File: config.mk
export PLATFORM = sky130hd
export DESIGN_NAME = pbwf_write_fwd
export DESIGN_NICKNAME = d
export VERILOG_FILES = /design/src/pbwf_pkg.sv /design/src/pbwf_dq_if.sv /design/src/pbwf_write_fwd.sv /design/src/pbwf_dq_mem.sv
export SDC_FILE = /design/constraint.sdc
export NUM_CORES = 1
export LEC_CHECK = 0
export BUFFER_PORTS_ARGS = -buffer_cell sky130_fd_sc_hd__clkbuf_2
export CORE_AREA = 2 2 266 268
export DETAILED_ROUTE_END_ITERATION = 7
export DIE_AREA = 0 0 268 270
export PLACE_DENSITY = 0.61
export REMOVE_ABC_BUFFERS = 1
export SYNTH_ARGS = -nofsm -noshare
export SYNTH_HDL_FRONTEND = slang
export SYNTH_HIERARCHICAL = 1
export SYNTH_SLANG_ARGS = --single-unit
export TNS_END_PERCENT = 100
File: constraint.sdc
create_clock -name sys_clk -period 18.1 [get_ports sys_clk]
set_input_delay 2.715 -clock sys_clk [delete_from_list [all_inputs] [get_ports sys_clk]]
set_output_delay 2.715 -clock sys_clk [all_outputs]
set_load 0.02 [all_outputs]
File: src/pbwf_pkg.sv
// Purpose: shared constants and types for the write-forwarding block
// Assumes: PCI clock is sys_clk; one DWORD per delayed entry
// Notes:   config offsets are byte addresses in configuration space
package pbwf_pkg;

    // ------------------------------------------------------------
    // register map
    // ------------------------------------------------------------
    localparam logic [7:0]  REG_CHIP_CTRL = 8'h40;
    localparam logic [7:0]  REG_RETRY     = 8'h78;
    localparam logic [31:0] CHIP_CTRL_RST = 32'h0000_0000;
    localparam logic [31:0] RETRY_RST     = 32'h0100_0000;
    localparam int          WDC_BIT       = 1;

    // ------------------------------------------------------------
    // bus commands and address fields
    // ------------------------------------------------------------
    localparam logic [3:0]  CMD_IO_WR     = 4'h3;
    localparam logic [3:0]  CMD_MEM_WR    = 4'h7;
    localparam logic [3:0]  CMD_CFG_WR    = 4'hB;
    localparam logic [3:0]  CMD_MWI       = 4'hF;
    localparam logic [1:0]  CFG_TYPE1     = 2'h1;
    localparam logic [9:0]  KB_LAST_DW    = 10'h3FF;
    localparam int          TAG_W         = 36;

    // ------------------------------------------------------------
    // types
    // ------------------------------------------------------------
    typedef enum logic [1:0] {
        D_IDLE  = 2'b00,
        D_WAIT  = 2'b01,
        D_ISSUE = 2'b11
    } pbwf_dly_e;

    typedef struct packed {
        logic [3:0]  cmd;
        logic [31:0] addr;
        logic        apar;
        logic [31:0] data;
        logic [3:0]  be_n;
        logic        dpar;
    } pbwf_entry_s;

endpackage : pbwf_pkg

File: src/pbwf_dq_if.sv
// Purpose: port bundle between controller and delayed-queue storage
// Assumes: single clock, registered read
// Notes:   read address is presented one cycle before data is used
`timescale 1ns/10ps
`default_nettype none
interface pbwf_dq_if
    import pbwf_pkg::*;
#(
    parameter int AW = 2
);
    logic              wr_en;
    logic [AW-1:0]     wr_addr;
    pbwf_entry_s       wr_data;
    logic [AW-1:0]     rd_addr;
    pbwf_entry_s       rd_data;

    modport ctl (output wr_en, wr_addr, wr_data, rd_addr, input rd_data);
    modport mem (input wr_en, wr_addr, wr_data, rd_addr, output rd_data);
endinterface : pbwf_dq_if
`default_nettype wire

File: src/pbwf_write_fwd.sv
// Purpose: delayed and posted write forwarding control of a PCI bridge
// Assumes: request strobes come from same-clock bus decode logic
// Notes:   Behaviour
// Behaviour
// - I/O writes and Type 1 config writes go as delayed writes.
// - a delayed write carries one DWORD, then disconnects.
// - first sight of a delayed write: claim, then target retry.
// - capture command, address, parities, data and byte enables.
// - new entry only without a tag match and with a free slot.
// - start delivery only at queue head with ordering satisfied.
// - on target retry keep reissuing until done or error.
// - after programmed attempt limit raise system error if enabled.
// - repeat matching completed head entry is claimed with TRDY.
// - repeat asking several DWORDs gets STOP with TRDY.
// - compare only data bytes whose byte enable is low.
// - repeat before delivery finishes gets target retry.
// - a repeat never allocates another entry.
// - discard timer starts at head completion, loaded from 78h.
// - unclaimed completion is dropped at expiry; error if enabled.
// - posted memory write stops at 4KB or cache line per 40h bit1.
// - MWI stops at 4KB for bad line size, else at line if short.
// - posted writes accepted while space remains; disconnect when full.
// - delayed writes accepted whenever a queue slot is free.
// - fast back-to-back posts; retry when buffer is too small.
`timescale 1ns/10ps
`default_nettype none
module pbwf_write_fwd
    import pbwf_pkg::*;
#(
    parameter int          DEPTH      = 4,
    parameter int          AW         = 2,
    parameter int          FREE_W     = 8,
    parameter logic [31:0] RETRY_INIT = RETRY_RST
) (
    // clock and reset
    input  wire logic              sys_clk,
    input  wire logic              reset_n,
    // delayed write request, first data phase
    input  wire logic              req_valid,
    input  wire logic [3:0]        req_cmd,
    input  wire logic [31:0]       req_addr,
    input  wire logic              req_apar,
    input  wire logic [31:0]       req_data,
    input  wire logic [3:0]        req_be_n,
    input  wire logic              req_dpar,
    input  wire logic              req_multi,
    // posted write data phase
    input  wire logic              pw_valid,
    input  wire logic              pw_first,
    input  wire logic              pw_last,
    input  wire logic [3:0]        pw_cmd,
    input  wire logic [31:0]       pw_addr,
    input  wire logic [FREE_W-1:0] posted_free,
    input  wire logic [7:0]        cache_line_size,
    // target answer on the initiator bus
    output logic                   tgt_devsel,
    output logic                   tgt_trdy,
    output logic                   tgt_stop,
    output logic                   pw_accept,
    // delivery on the target bus
    input  wire logic              ordering_ok,
    input  wire logic              out_done,
    input  wire logic              out_retry,
    input  wire logic              out_error,
    output logic                   out_start,
    output logic [3:0]             out_cmd,
    output logic [31:0]            out_addr,
    output logic                   out_apar,
    output logic [31:0]            out_data,
    output logic [3:0]             out_be_n,
    output logic                   out_dpar,
    // configuration access
    input  wire logic              cfg_wr,
    input  wire logic              cfg_rd,
    input  wire logic [7:0]        cfg_addr,
    input  wire logic [31:0]       cfg_wdata,
    output logic [31:0]            cfg_rdata,
    input  wire logic              cmd_serr_en,
    // error
    output logic                   primary_system_error_out
);

    // ------------------------------------------------------------
    // state
    // ------------------------------------------------------------
    typedef struct packed {
        logic [DEPTH-1:0]            vld;
        logic [DEPTH-1:0][TAG_W-1:0] tag;
        logic [AW-1:0]               head;
        logic [AW-1:0]               tail;
        logic [AW:0]                 cnt;
        logic                        head_done;
        logic                        wr_lag;
        pbwf_dly_e                   dst;
        logic [31:0]                 tries;
        logic [31:0]                 discard;
        logic [31:0]                 chip_ctrl;
        logic [31:0]                 retry_val;
        logic [31:0]                 cfg_rdata;
        logic                        devsel;
        logic                        trdy;
        logic                        stop;
        logic                        pw_accept;
        logic                        out_start;
        logic                        serr;
    } pbwf_state_s;

    localparam pbwf_state_s S_RST = '{
        dst: D_IDLE, chip_ctrl: CHIP_CTRL_RST, retry_val: RETRY_INIT,
        default: '0};

    pbwf_state_s      s;
    pbwf_state_s      next_s;
    logic [DEPTH-1:0] hit;
    logic             is_dly;
    logic             head_hit;
    logic             alloc;
    logic             pop;
    logic             pop_rep;
    logic             serr_ev;
    logic             pw_bound;
    pbwf_entry_s      hd;

    pbwf_dq_if #(.AW(AW)) dq ();

    pbwf_dq_mem #(.DEPTH(DEPTH), .AW(AW)) u_mem (
        .sys_clk (sys_clk),
        .dq      (dq)
    );

    // ------------------------------------------------------------
    // helpers
    // ------------------------------------------------------------
    function automatic logic data_eq(input logic [31:0] a,
                                     input logic [31:0] b,
                                     input logic [3:0]  be_n);
        data_eq = 1'b1;
        for (int k = 0; k < 4; k++) begin
            if (!be_n[k] && (a[8*k +: 8] != b[8*k +: 8])) begin
                data_eq = 1'b0;
            end
        end
    endfunction : data_eq

    function automatic logic line_end(input logic [31:0] a,
                                      input logic [7:0]  cls);
        line_end = (a[9:2] & (cls - 8'h01)) == (cls - 8'h01);
    endfunction : line_end

    function automatic logic cls_ok(input logic [7:0] cls);
        cls_ok = (cls == 8'h01) || (cls == 8'h02) || (cls == 8'h04) ||
                 (cls == 8'h08) || (cls == 8'h10);
    endfunction : cls_ok

    // ------------------------------------------------------------
    // tag match against every live entry
    // ------------------------------------------------------------
    for (genvar g = 0; g < DEPTH; g++) begin : g_hit
        assign hit[g] = s.vld[g] && (s.tag[g] == {req_cmd, req_addr});
    end

    assign hd       = dq.rd_data;
    assign is_dly   = (req_cmd == CMD_IO_WR) ||
                      (req_cmd == CMD_CFG_WR &&
                       req_addr[1:0] == CFG_TYPE1);
    assign head_hit = hit[s.head] && s.head_done && !s.wr_lag &&
                      hd.be_n == req_be_n &&
                      data_eq(hd.data, req_data, req_be_n);

    // a line-end stop on MWI only when the buffer cannot take a full
    // next line; otherwise the burst runs on to 4KB
    always_comb begin
        if (pw_cmd == CMD_MWI) begin
            pw_bound = pw_addr[11:2] == KB_LAST_DW;
            if (cls_ok(cache_line_size) &&
                line_end(pw_addr, cache_line_size) &&
                posted_free <= FREE_W'(cache_line_size)) begin
                pw_bound = 1'b1;
            end
        end else if (s.chip_ctrl[WDC_BIT]) begin
            pw_bound = line_end(pw_addr, cache_line_size);
        end else begin
            pw_bound = pw_addr[11:2] == KB_LAST_DW;
        end
    end

    // ------------------------------------------------------------
    // next state
    // ------------------------------------------------------------
    always_comb begin
        next_s           = s;
        next_s.devsel    = 1'b0;
        next_s.trdy      = 1'b0;
        next_s.stop      = 1'b0;
        next_s.pw_accept = 1'b0;
        next_s.out_start = 1'b0;
        alloc            = 1'b0;
        pop_rep          = 1'b0;
        pop              = 1'b0;
        serr_ev          = 1'b0;

        // answers to the initiator
        if (req_valid && is_dly) begin
            next_s.devsel = 1'b1;
            if (head_hit) begin
                next_s.trdy = 1'b1;
                next_s.stop = req_multi;
                pop_rep     = 1'b1;
            end else begin
                next_s.stop = 1'b1;
                alloc = !(|hit) && (s.cnt < DEPTH);
            end
        end else if (pw_valid) begin
            next_s.devsel = 1'b1;
            if (pw_first && posted_free == '0) begin
                next_s.stop = 1'b1;
            end else begin
                next_s.trdy      = 1'b1;
                next_s.pw_accept = 1'b1;
                next_s.stop      = !pw_last &&
                    (posted_free == FREE_W'(1) || pw_bound);
            end
        end

        // delivery toward the target bus
        case (s.dst)
            D_IDLE: begin
                if (s.cnt != '0 && !s.head_done && !s.wr_lag &&
                    ordering_ok) begin
                    next_s.out_start = 1'b1;
                    next_s.dst       = D_WAIT;
                end
            end
            D_WAIT: begin
                if (out_done) begin
                    next_s.head_done = 1'b1;
                    next_s.discard   = s.retry_val;
                    next_s.dst       = D_IDLE;
                end else if (out_error) begin
                    pop        = 1'b1;
                    next_s.dst = D_IDLE;
                end else if (out_retry) begin
                    if (s.tries + 32'h1 == s.retry_val) begin
                        serr_ev    = 1'b1;
                        pop        = 1'b1;
                        next_s.dst = D_IDLE;
                    end else begin
                        next_s.tries = s.tries + 32'h1;
                        next_s.dst   = D_ISSUE;
                    end
                end
            end
            D_ISSUE: begin
                if (ordering_ok) begin
                    next_s.out_start = 1'b1;
                    next_s.dst       = D_WAIT;
                end
            end
            default: next_s.dst = D_IDLE;
        endcase

        // discard timer on a completed head entry
        if (s.head_done && !pop_rep) begin
            if (s.discard == '0) begin
                pop     = 1'b1;
                serr_ev = 1'b1;
            end else begin
                next_s.discard = s.discard - 32'h1;
            end
        end
        pop = pop || pop_rep;

        // queue bookkeeping
        if (alloc) begin
            next_s.vld[s.tail] = 1'b1;
            next_s.tag[s.tail] = {req_cmd, req_addr};
            next_s.tail        = s.tail + 1'b1;
        end
        if (pop) begin
            next_s.vld[s.head] = 1'b0;
            next_s.head        = s.head + 1'b1;
            next_s.head_done   = 1'b0;
            next_s.tries       = '0;
        end
        next_s.cnt    = s.cnt + {{AW{1'b0}}, alloc} - {{AW{1'b0}}, pop};
        next_s.wr_lag = alloc;
        next_s.serr   = serr_ev && cmd_serr_en;

        // configuration registers
        if (cfg_wr && cfg_addr == REG_CHIP_CTRL) begin
            next_s.chip_ctrl = cfg_wdata;
        end
        if (cfg_wr && cfg_addr == REG_RETRY) begin
            next_s.retry_val = cfg_wdata;
        end
        if (cfg_rd) begin
            case (cfg_addr)
                REG_CHIP_CTRL: next_s.cfg_rdata = s.chip_ctrl;
                REG_RETRY:     next_s.cfg_rdata = s.retry_val;
                default:       next_s.cfg_rdata = 32'h0000_0000;
            endcase
        end
    end

    always_ff @(posedge sys_clk or negedge reset_n) begin
        if (!reset_n) begin
            s <= S_RST;
        end else begin
            s <= next_s;
        end
    end

    // ------------------------------------------------------------
    // storage port and outputs
    // ------------------------------------------------------------
    assign dq.wr_en   = alloc;
    assign dq.wr_addr = s.tail;
    assign dq.wr_data = '{cmd: req_cmd, addr: req_addr, apar: req_apar,
                          data: req_data, be_n: req_be_n,
                          dpar: req_dpar};
    // read ahead so the registered head entry lines up with s.head
    assign dq.rd_addr = next_s.head;

    assign tgt_devsel = s.devsel;
    assign tgt_trdy   = s.trdy;
    assign tgt_stop   = s.stop;
    assign pw_accept  = s.pw_accept;
    assign out_start  = s.out_start;
    assign out_cmd    = hd.cmd;
    assign out_addr   = hd.addr;
    assign out_apar   = hd.apar;
    assign out_data   = hd.data;
    assign out_be_n   = hd.be_n;
    assign out_dpar   = hd.dpar;
    assign cfg_rdata  = s.cfg_rdata;
    assign primary_system_error_out = s.serr;

    // ------------------------------------------------------------
    // checks
    // ------------------------------------------------------------
    a_retry_on_miss: assert property (@(posedge sys_clk) disable iff (!reset_n)
        req_valid && is_dly && !head_hit |=> tgt_devsel && tgt_stop && !tgt_trdy)
        else $error("delayed write miss not retried");
    a_repeat_disc: assert property (@(posedge sys_clk) disable iff (!reset_n)
        req_valid && is_dly && head_hit && req_multi |=> tgt_trdy && tgt_stop)
        else $error("multi dword repeat not disconnected");
    a_no_dup_alloc: assert property (@(posedge sys_clk) disable iff (!reset_n)
        req_valid && (|hit) |-> !dq.wr_en)
        else $error("repeat allocated an entry");
    a_full_no_alloc: assert property (@(posedge sys_clk) disable iff (!reset_n)
        s.cnt >= DEPTH |=> s.cnt <= DEPTH)
        else $error("queue overfilled");
    a_issue_order: assert property (@(posedge sys_clk) disable iff (!reset_n)
        out_start |-> $past(ordering_ok) && s.dst == D_WAIT)
        else $error("delivery started without ordering");
    a_retry_reissue: assert property (@(posedge sys_clk) disable iff (!reset_n)
        s.dst == D_WAIT && out_retry && !out_done && !out_error && !serr_ev
        ##1 ordering_ok |=> out_start)
        else $error("retried write not reissued");
    a_serr_gate: assert property (@(posedge sys_clk) disable iff (!reset_n)
        primary_system_error_out |-> $past(cmd_serr_en))
        else $error("system error without enable");
    a_discard_drop: assert property (@(posedge sys_clk) disable iff (!reset_n)
        s.head_done && s.discard == '0 && !pop_rep |=> !s.head_done)
        else $error("expired completion kept");
    a_fb2b_retry: assert property (@(posedge sys_clk) disable iff (!reset_n)
        !req_valid && pw_valid && pw_first && posted_free == '0
        |=> tgt_stop && !tgt_trdy && !pw_accept)
        else $error("posted write with no space not retried");
    a_buf_disc: assert property (@(posedge sys_clk) disable iff (!reset_n)
        !req_valid && pw_valid && !pw_first && !pw_last &&
        posted_free == FREE_W'(1) |=> tgt_trdy && tgt_stop)
        else $error("last buffer dword not disconnected");

endmodule : pbwf_write_fwd
`default_nettype wire

File: src/pbwf_dq_mem.sv
// Purpose: storage for delayed write entries
// Assumes: DEPTH equals 2**AW
// Notes:   read data comes from a register, no reset on the array
`timescale 1ns/10ps
`default_nettype none
module pbwf_dq_mem
    import pbwf_pkg::*;
#(
    parameter int DEPTH = 4,
    parameter int AW    = 2
) (
    // clock
    input  wire logic  sys_clk,
    // storage port
    pbwf_dq_if.mem     dq
);
    pbwf_entry_s mem [DEPTH];

    // ------------------------------------------------------------
    // write and registered read
    // ------------------------------------------------------------
    always_ff @(posedge sys_clk) begin
        if (dq.wr_en) begin
            mem[dq.wr_addr] <= dq.wr_data;
        end
        dq.rd_data <= mem[dq.rd_addr];
    end
endmodule : pbwf_dq_mem
`default_nettype wire

* Word level (Yosys, flattened, before mapping) *
Memories as Yosys holds them, arrays and structs flattened. A register that Yosys moved wholly into a read port is not among the register bits.
Cells that the tools add are included.

cells by class
  muxes and demuxes = 65
  $add $sub $neg = 7
  $mul = 0
  bitwise operators = 4
  magnitude comparators = 6
  equal/unequal tests = 32
  reduce and logical (&&, ||, !) cells = 55
  div/mod/pow operators = 0
  shift-type cells = 0

operators by type and width
  cell                   count
  $mux 32                7
  $mux 148               1
  $bwmux 144             1
  $eq 36x36->1           4
  $demux 36 s2           1
  $mux 64                1
  $pmux 32 s2            1
  $mux 1                 37
  $mux 36                1
  $mux 34                1
  $add 32x1->32 const B  1
  $eq 32x32->1           1
  $logic_not 32->1       1
  $ne 8x8->1             4
  $sub 32x1->32 const B  1
  $logic_and 1x1->1      28
  $eq 8x1->1 const B     2
  $eq 8x7->1 const B     2
  $mux 2                 6
  $eq 10x10->1 const B   1
  $logic_not 1->1        9
  $and 8x8->8            1
  $eq 4x4->1 const B     2
  $eq 8x2->1 const B     1
  other kinds (37)       54

word-level totals
  bits in latches = 0
  bits in registers = 325
  memories = 1
  memory bits (writable) = 296
  bits in read-only memories = 0
  input bits = 180
  output and inout port bits = 112

memory list
  memory     words  width  read ports  clocked after Yosys merged registers in  write ports  RTL line           RTL
  u_mem.mem  4      74     1           1                                        1            pbwf_dq_mem.sv:17  pbwf_entry_s mem [DEPTH];

* Longest topological paths before layout *
  word-level depth = 16
  mapped depth = 17
  gate-level depth less buffers = 15

* Hierarchy *
Netlist, hierarchy kept.

modules (own cells, without submodules)
  module          area each (µm²)  cells an instance  instances  seq. area each (µm²)
  pbwf_write_fwd  18027.3          1702               1          8134.1
  pbwf_dq_mem     12192.9          464                1          10369.9

* Worst setup path before layout *
OpenSTA, ideal clock, no wires.

  path type = input port to flip-flop
  start = input port req_addr[26]
  end = memory u_mem/mem[0][0] (netlist bit) (enable)
  setup slack = 7.792 ns
  required time = 17.487 ns
  arrival = 9.695 ns
  path buffers = 2
  cell stages on the path = 9
  library setup time = 0.613 ns
  cell sequence = clkbuf_1 xor2_1 nor4_1 and3_1 nand3_1 nand4_1 nor3b_1 clkbuf_1 nor3b_1

between the ends
  cells in the longest elaborated chain, start to end = 12
  elaborated cells between the ends (all ways) = 21
  those cells by class = 4 x eq/ne; 6 x mux; 11 x reduce/logical

RTL lines
  item                            RTL line               RTL
  from (decl)                     pbwf_write_fwd.sv:41   input wire logic [31:0] req_addr,
  $eq 36x36->1                    pbwf_write_fwd.sv:159  assign hit[g] = s.vld[g] && (s.tag[g] == {req_cmd, req_addr});
  $logic_and 1x1->1               pbwf_write_fwd.sv:159
  $bmux 1 s2                      pbwf_write_fwd.sv:166  assign head_hit = hit[s.head] && s.head_done && !s.wr_lag &&
  $mux 1 (implied by the code)    pbwf_write_fwd.sv:166
  $logic_and 1x1->1 (3 in a row)  pbwf_write_fwd.sv:166
  $logic_and 1x1->1               pbwf_write_fwd.sv:167  hd.be_n == req_be_n &&
  $mux 1 *                        pbwf_write_fwd.sv:205  if (head_hit) begin
  $mux 1 *                        pbwf_write_fwd.sv:203  if (req_valid && is_dly) begin
  named net alloc                 pbwf_write_fwd.sv:117  logic alloc;
  $mux 1 *                        pbwf_dq_mem.sv:23      if (dq.wr_en) begin
  $mux 1 (implied by the code) *  pbwf_dq_mem.sv:24      mem[dq.wr_addr] <= dq.wr_data;
  to (decl)                       pbwf_dq_mem.sv:17

The timed path passes the listed nets; every way through them passes the cells marked *. The select of a mux whose other input is x is not followed.

* Worst setup path after layout *
  start = input port req_addr[14]
  end = register u_mem/dq.rd_data[69] (netlist name)

between the ends
  cells in the longest elaborated chain, start to end = 15
  elaborated cells between the ends (all ways) = 21
  those cells by class = 4 x eq/ne; 6 x mux; 11 x reduce/logical

RTL lines
  item                              RTL line               RTL
  $eq 36x36->1                      pbwf_write_fwd.sv:159
  $logic_and 1x1->1                 pbwf_write_fwd.sv:159
  $bmux 1 s2 *                      pbwf_write_fwd.sv:166
  $mux 1 (implied by the code) *    pbwf_write_fwd.sv:166
  $logic_and 1x1->1 * (3 in a row)  pbwf_write_fwd.sv:166
  $logic_and 1x1->1 *               pbwf_write_fwd.sv:167
  $mux 1 *                          pbwf_write_fwd.sv:205
  $mux 1 *                          pbwf_write_fwd.sv:203
  $logic_not 1->1                   pbwf_write_fwd.sv:263  if (s.head_done && !pop_rep) begin
  $logic_and 1x1->1                 pbwf_write_fwd.sv:263
  $mux 1                            pbwf_write_fwd.sv:263
  $logic_or 1x1->1 *                pbwf_write_fwd.sv:271  pop = pop || pop_rep;
  $mux 2 *                          pbwf_write_fwd.sv:279  if (pop) begin
  named net dq.rd_addr[0]           pbwf_dq_if.sv:14       logic [AW-1:0] rd_addr;

Marked as above.
A chain may end at the register's enable or synchronous reset.

==> impl_metrics.env <==
export IMPL_worstSetupPathType="primary input to flop"
export IMPL_r2r_end="u_mem/dq.rd_data[69]$_DFF_P_"
export IMPL_clkLatencyLatePin_ns=0.65
export IMPL_clock_sinks=695
export IMPL_startpoint="req_addr[14]"
export IMPL_ctsHoldBuffers=0
export IMPL_status="finished, final reports clean"
export IMPL_initial_core_util_pct=43.5
export IMPL_critPathLaunchType="primary input"
export IMPL_power_leakage_nw=14.0
export IMPL_cts_resized=0
export IMPL_rsz0062_at_grt="false"
export IMPL_synthDistinctLibCells=83
export IMPL_path_max_fanout=39
export IMPL_slew_headroom_pct=26.6
export IMPL_ant_nets=0
export IMPL_fmax_ghz=0.121
export IMPL_final_max_slew_viol_count=0
export IMPL_stdcell_area_um2=34700
export IMPL_crit_top_cell="buf_4"
export IMPL_postLayoutSetupSlackWorst_ns=9.85
export IMPL_cap_violations=0
export IMPL_place_port_buffers=269
export IMPL_place_congestion=0.856
export IMPL_path_buf_inv=4
export IMPL_grt_pass1_vias=18900
export IMPL_coreArea_um2=69500
export IMPL_drc=0
export IMPL_n_antenna_cell=0
export IMPL_drt_total_wl_um=69900
export IMPL_final_setup_skew_ns=0.0535
export IMPL_worstSetupEndpoint="u_mem/dq.rd_data[69]$_DFF_P_"
export IMPL_cts_root_buffer="clkbuf_16"
export IMPL_slowest_stage="nor4_4"
export IMPL_cp_depth=14
export IMPL_grt_antenna_before_repair=0
export IMPL_synthArstFlopShare_pct=46.8
export IMPL_ys_ff_latch=695
export IMPL_die_y_um=270
export IMPL_vias=18400
export IMPL_max_stage_delay_ns=0.75
export IMPL_dp_hpwl_um=46000
export IMPL_postPlaceCellArea_um2=32100
export IMPL_dpl_worst_slack_ns=9.05
export IMPL_endpoint_kind="flop"
export IMPL_synthFlopType="dfrtp_1"
export IMPL_first_pass_iters=5
export IMPL_die_x_um=268
export IMPL_grt_first_pass_wirelength_um=109000
export IMPL_fp_row_count=97
export IMPL_hp_class="flop to flop"
export IMPL_synth_seq_area_share_pct=61.2
export IMPL_cts_tree="built"
export IMPL_drive_gt1_share_pct=29.3
export IMPL_grt_overflow=0
export IMPL_cts_buffers=78
export IMPL_reg2reg_slack_ns=11.68
export IMPL_worstPathArrival_ns=8.76
export IMPL_final_hold_viol_count=0
export IMPL_path_cells="clkbuf_2 > xor2_1 > nor4_1 > nand4_1 > or4_1 > mux4_2 > nor4_4 > a211oi_1 > o21ai_4 > buf_4 > xnor2_2 > buf_4 > buf_4 > mux4_2"
export IMPL_vias_per_cell=5.46
export IMPL_clk_path_buf_depth=3
export IMPL_vdd_drop_max_uv=82.5
export IMPL_grt_max_degree=103
export IMPL_ys_warn_count=6
export IMPL_die_area_um2=72400
export IMPL_nNetsFinal=2582
export IMPL_ioPinCount=292
export IMPL_wl_per_cell_um=20.7
export IMPL_synth_avg_cell_area_um2=14.0
export IMPL_synth_edf_count=296
export IMPL_track_usage_pct=19.4
export IMPL_tightestPinTransition_ns=1.10
export IMPL_period_share_pct=45.6
export IMPL_htreeDepth=3
export IMPL_period_minus_slack_ns=8.25
export IMPL_drt_iter0_drc=1266
export IMPL_netlist_area_um2=30200
export IMPL_syn2layout_area_growth_pct=14.9
export IMPL_cts_setup_buffers=0
export IMPL_p_per_area_nw_per_um2=139
export IMPL_tns_ns=0
export IMPL_crit_family="simple AND/OR/NAND/NOR gates"
export IMPL_synthCells=2166
export IMPL_finalSetupViolCount=0
export IMPL_final_fill_count=5996
export IMPL_clk_pin_slew_ns=0.06
export IMPL_worstPathRequired_ns=18.61
export IMPL_r2r_start="s[137]$_DFFE_PN0P_"
export IMPL_reg2reg_depth=13
-- worst min path at each step --
stage                 to  slack (ns)  cells past startpoint
floorplan           flop        0.45                      1
global placement    flop        0.47                      1
detailed placement  flop        0.47                      1
CTS                 flop        0.49                      1
global route        flop        0.50                      1
finish              flop        0.48                      1
-- synth_stat cells, types with 49 or more instances --
cell | number | area share (%)
a21oi_1 | 89 | 1.5
clkbuf_1 | 87 | 1.1
dfrtp_1 | 324 | 27
dfxtp_1 | 74 | 4.9
edfxtp_1 | 296 | 29
mux2_2 | 197 | 7.3
mux4_2 | 75 | 5.6
nand2_1 | 49 | 0.61
nor2_1 | 94 | 1.2
nor4_1 | 49 | 1.0
xnor2_1 | 111 | 3.2
xor2_1 | 116 | 3.4
-- layer usage --
| layer | global-route usage, % | up-vias | part of all wire, % |
|---|---|---|---|
| met5 | 0 | - | 0 |
| met1 | 27.3 | 9387 | 46 |
| met2 | 30.9 | 444 | 47 |
| met4 | 5.87 | 0 | 2.1 |
| li1 | - | 8503 | - |
| met3 | 3.01 | 100 | 4.4 |
-- cells by family after synthesis --
group | after synthesis | share of synthesized area (%)
AO/OA/AOI/OAI | 299 | 6.51
XOR/XNOR | 227 | 6.58
adder cells (fa/ha/maj) | 30 | 1.26
buffers and inverters | 201 | 3.36
flip-flops | 695 | 61.2
multiplexers | 273 | 13.0
AND/OR/NAND/NOR | 441 | 8.10
-- per-stage QoR --
stage	total power [W]	std cells	hold WS (ns)	util, %
finish	0.00483	3377	0.483	49.9
global route	0.00507	3377	0.499	49.9
CTS	0.00489	3377	0.487	49.9
detailed placement	0.00329	3233	0.474	46.2
global placement	0.00326	3233	0.469	46.2
floorplan	0.00294	1999	0.454	-
-- power by group --
group          internal [W]  total [W]  switching (W)
Clock              0.000921    0.00157       0.000653
Combinational      0.000544    0.00117       0.000631
Sequential          0.00190    0.00208       0.000177
-- worst reg2reg max path, stage by stage, from the launching register on --
cell,delay [ns]
dfrtp_1,0.61
nand4_2,0.34
nor3_1,0.65
nand3_1,0.59
o41ai_1,0.73
and4_1,0.29
o211ai_1,0.10
a211o_1,0.35
o21ai_4,0.15
buf_4,0.43
xnor2_2,0.21
buf_4,0.51
buf_4,0.73
mux4_2,0.63
-- cell type report --
cell class                      count  area [um2]  area share, %
Timing Repair Buffer              294        1540           4.45
Clock buffer                      113        2210           6.38
Inverter                           34         128          0.368
Sequential cell                   695       18500           53.3
Tap cell                          940        1180           3.39
Clock inverter                     31         399           1.15
Multi-Input combinational cell   1270       10800           31.0
-- cells in the final DEF, fill, tap and decap left out, types with 49 or more instances in the layout --
cell | netlist | final
xor2_1 | 116 | 116
nand2_1 | 49 | 49
clkbuf_2 | 1 | 268
mux2_2 | 197 | 196
nor2_1 | 94 | 93
dfrtp_1 | 324 | 324
edfxtp_1 | 296 | 296
mux4_2 | 75 | 75
a21oi_1 | 89 | 89
clkbuf_16 | 0 | 78
dfxtp_1 | 74 | 74
xnor2_1 | 111 | 110
No activity file was read; power rests on OpenSTA's default activity.
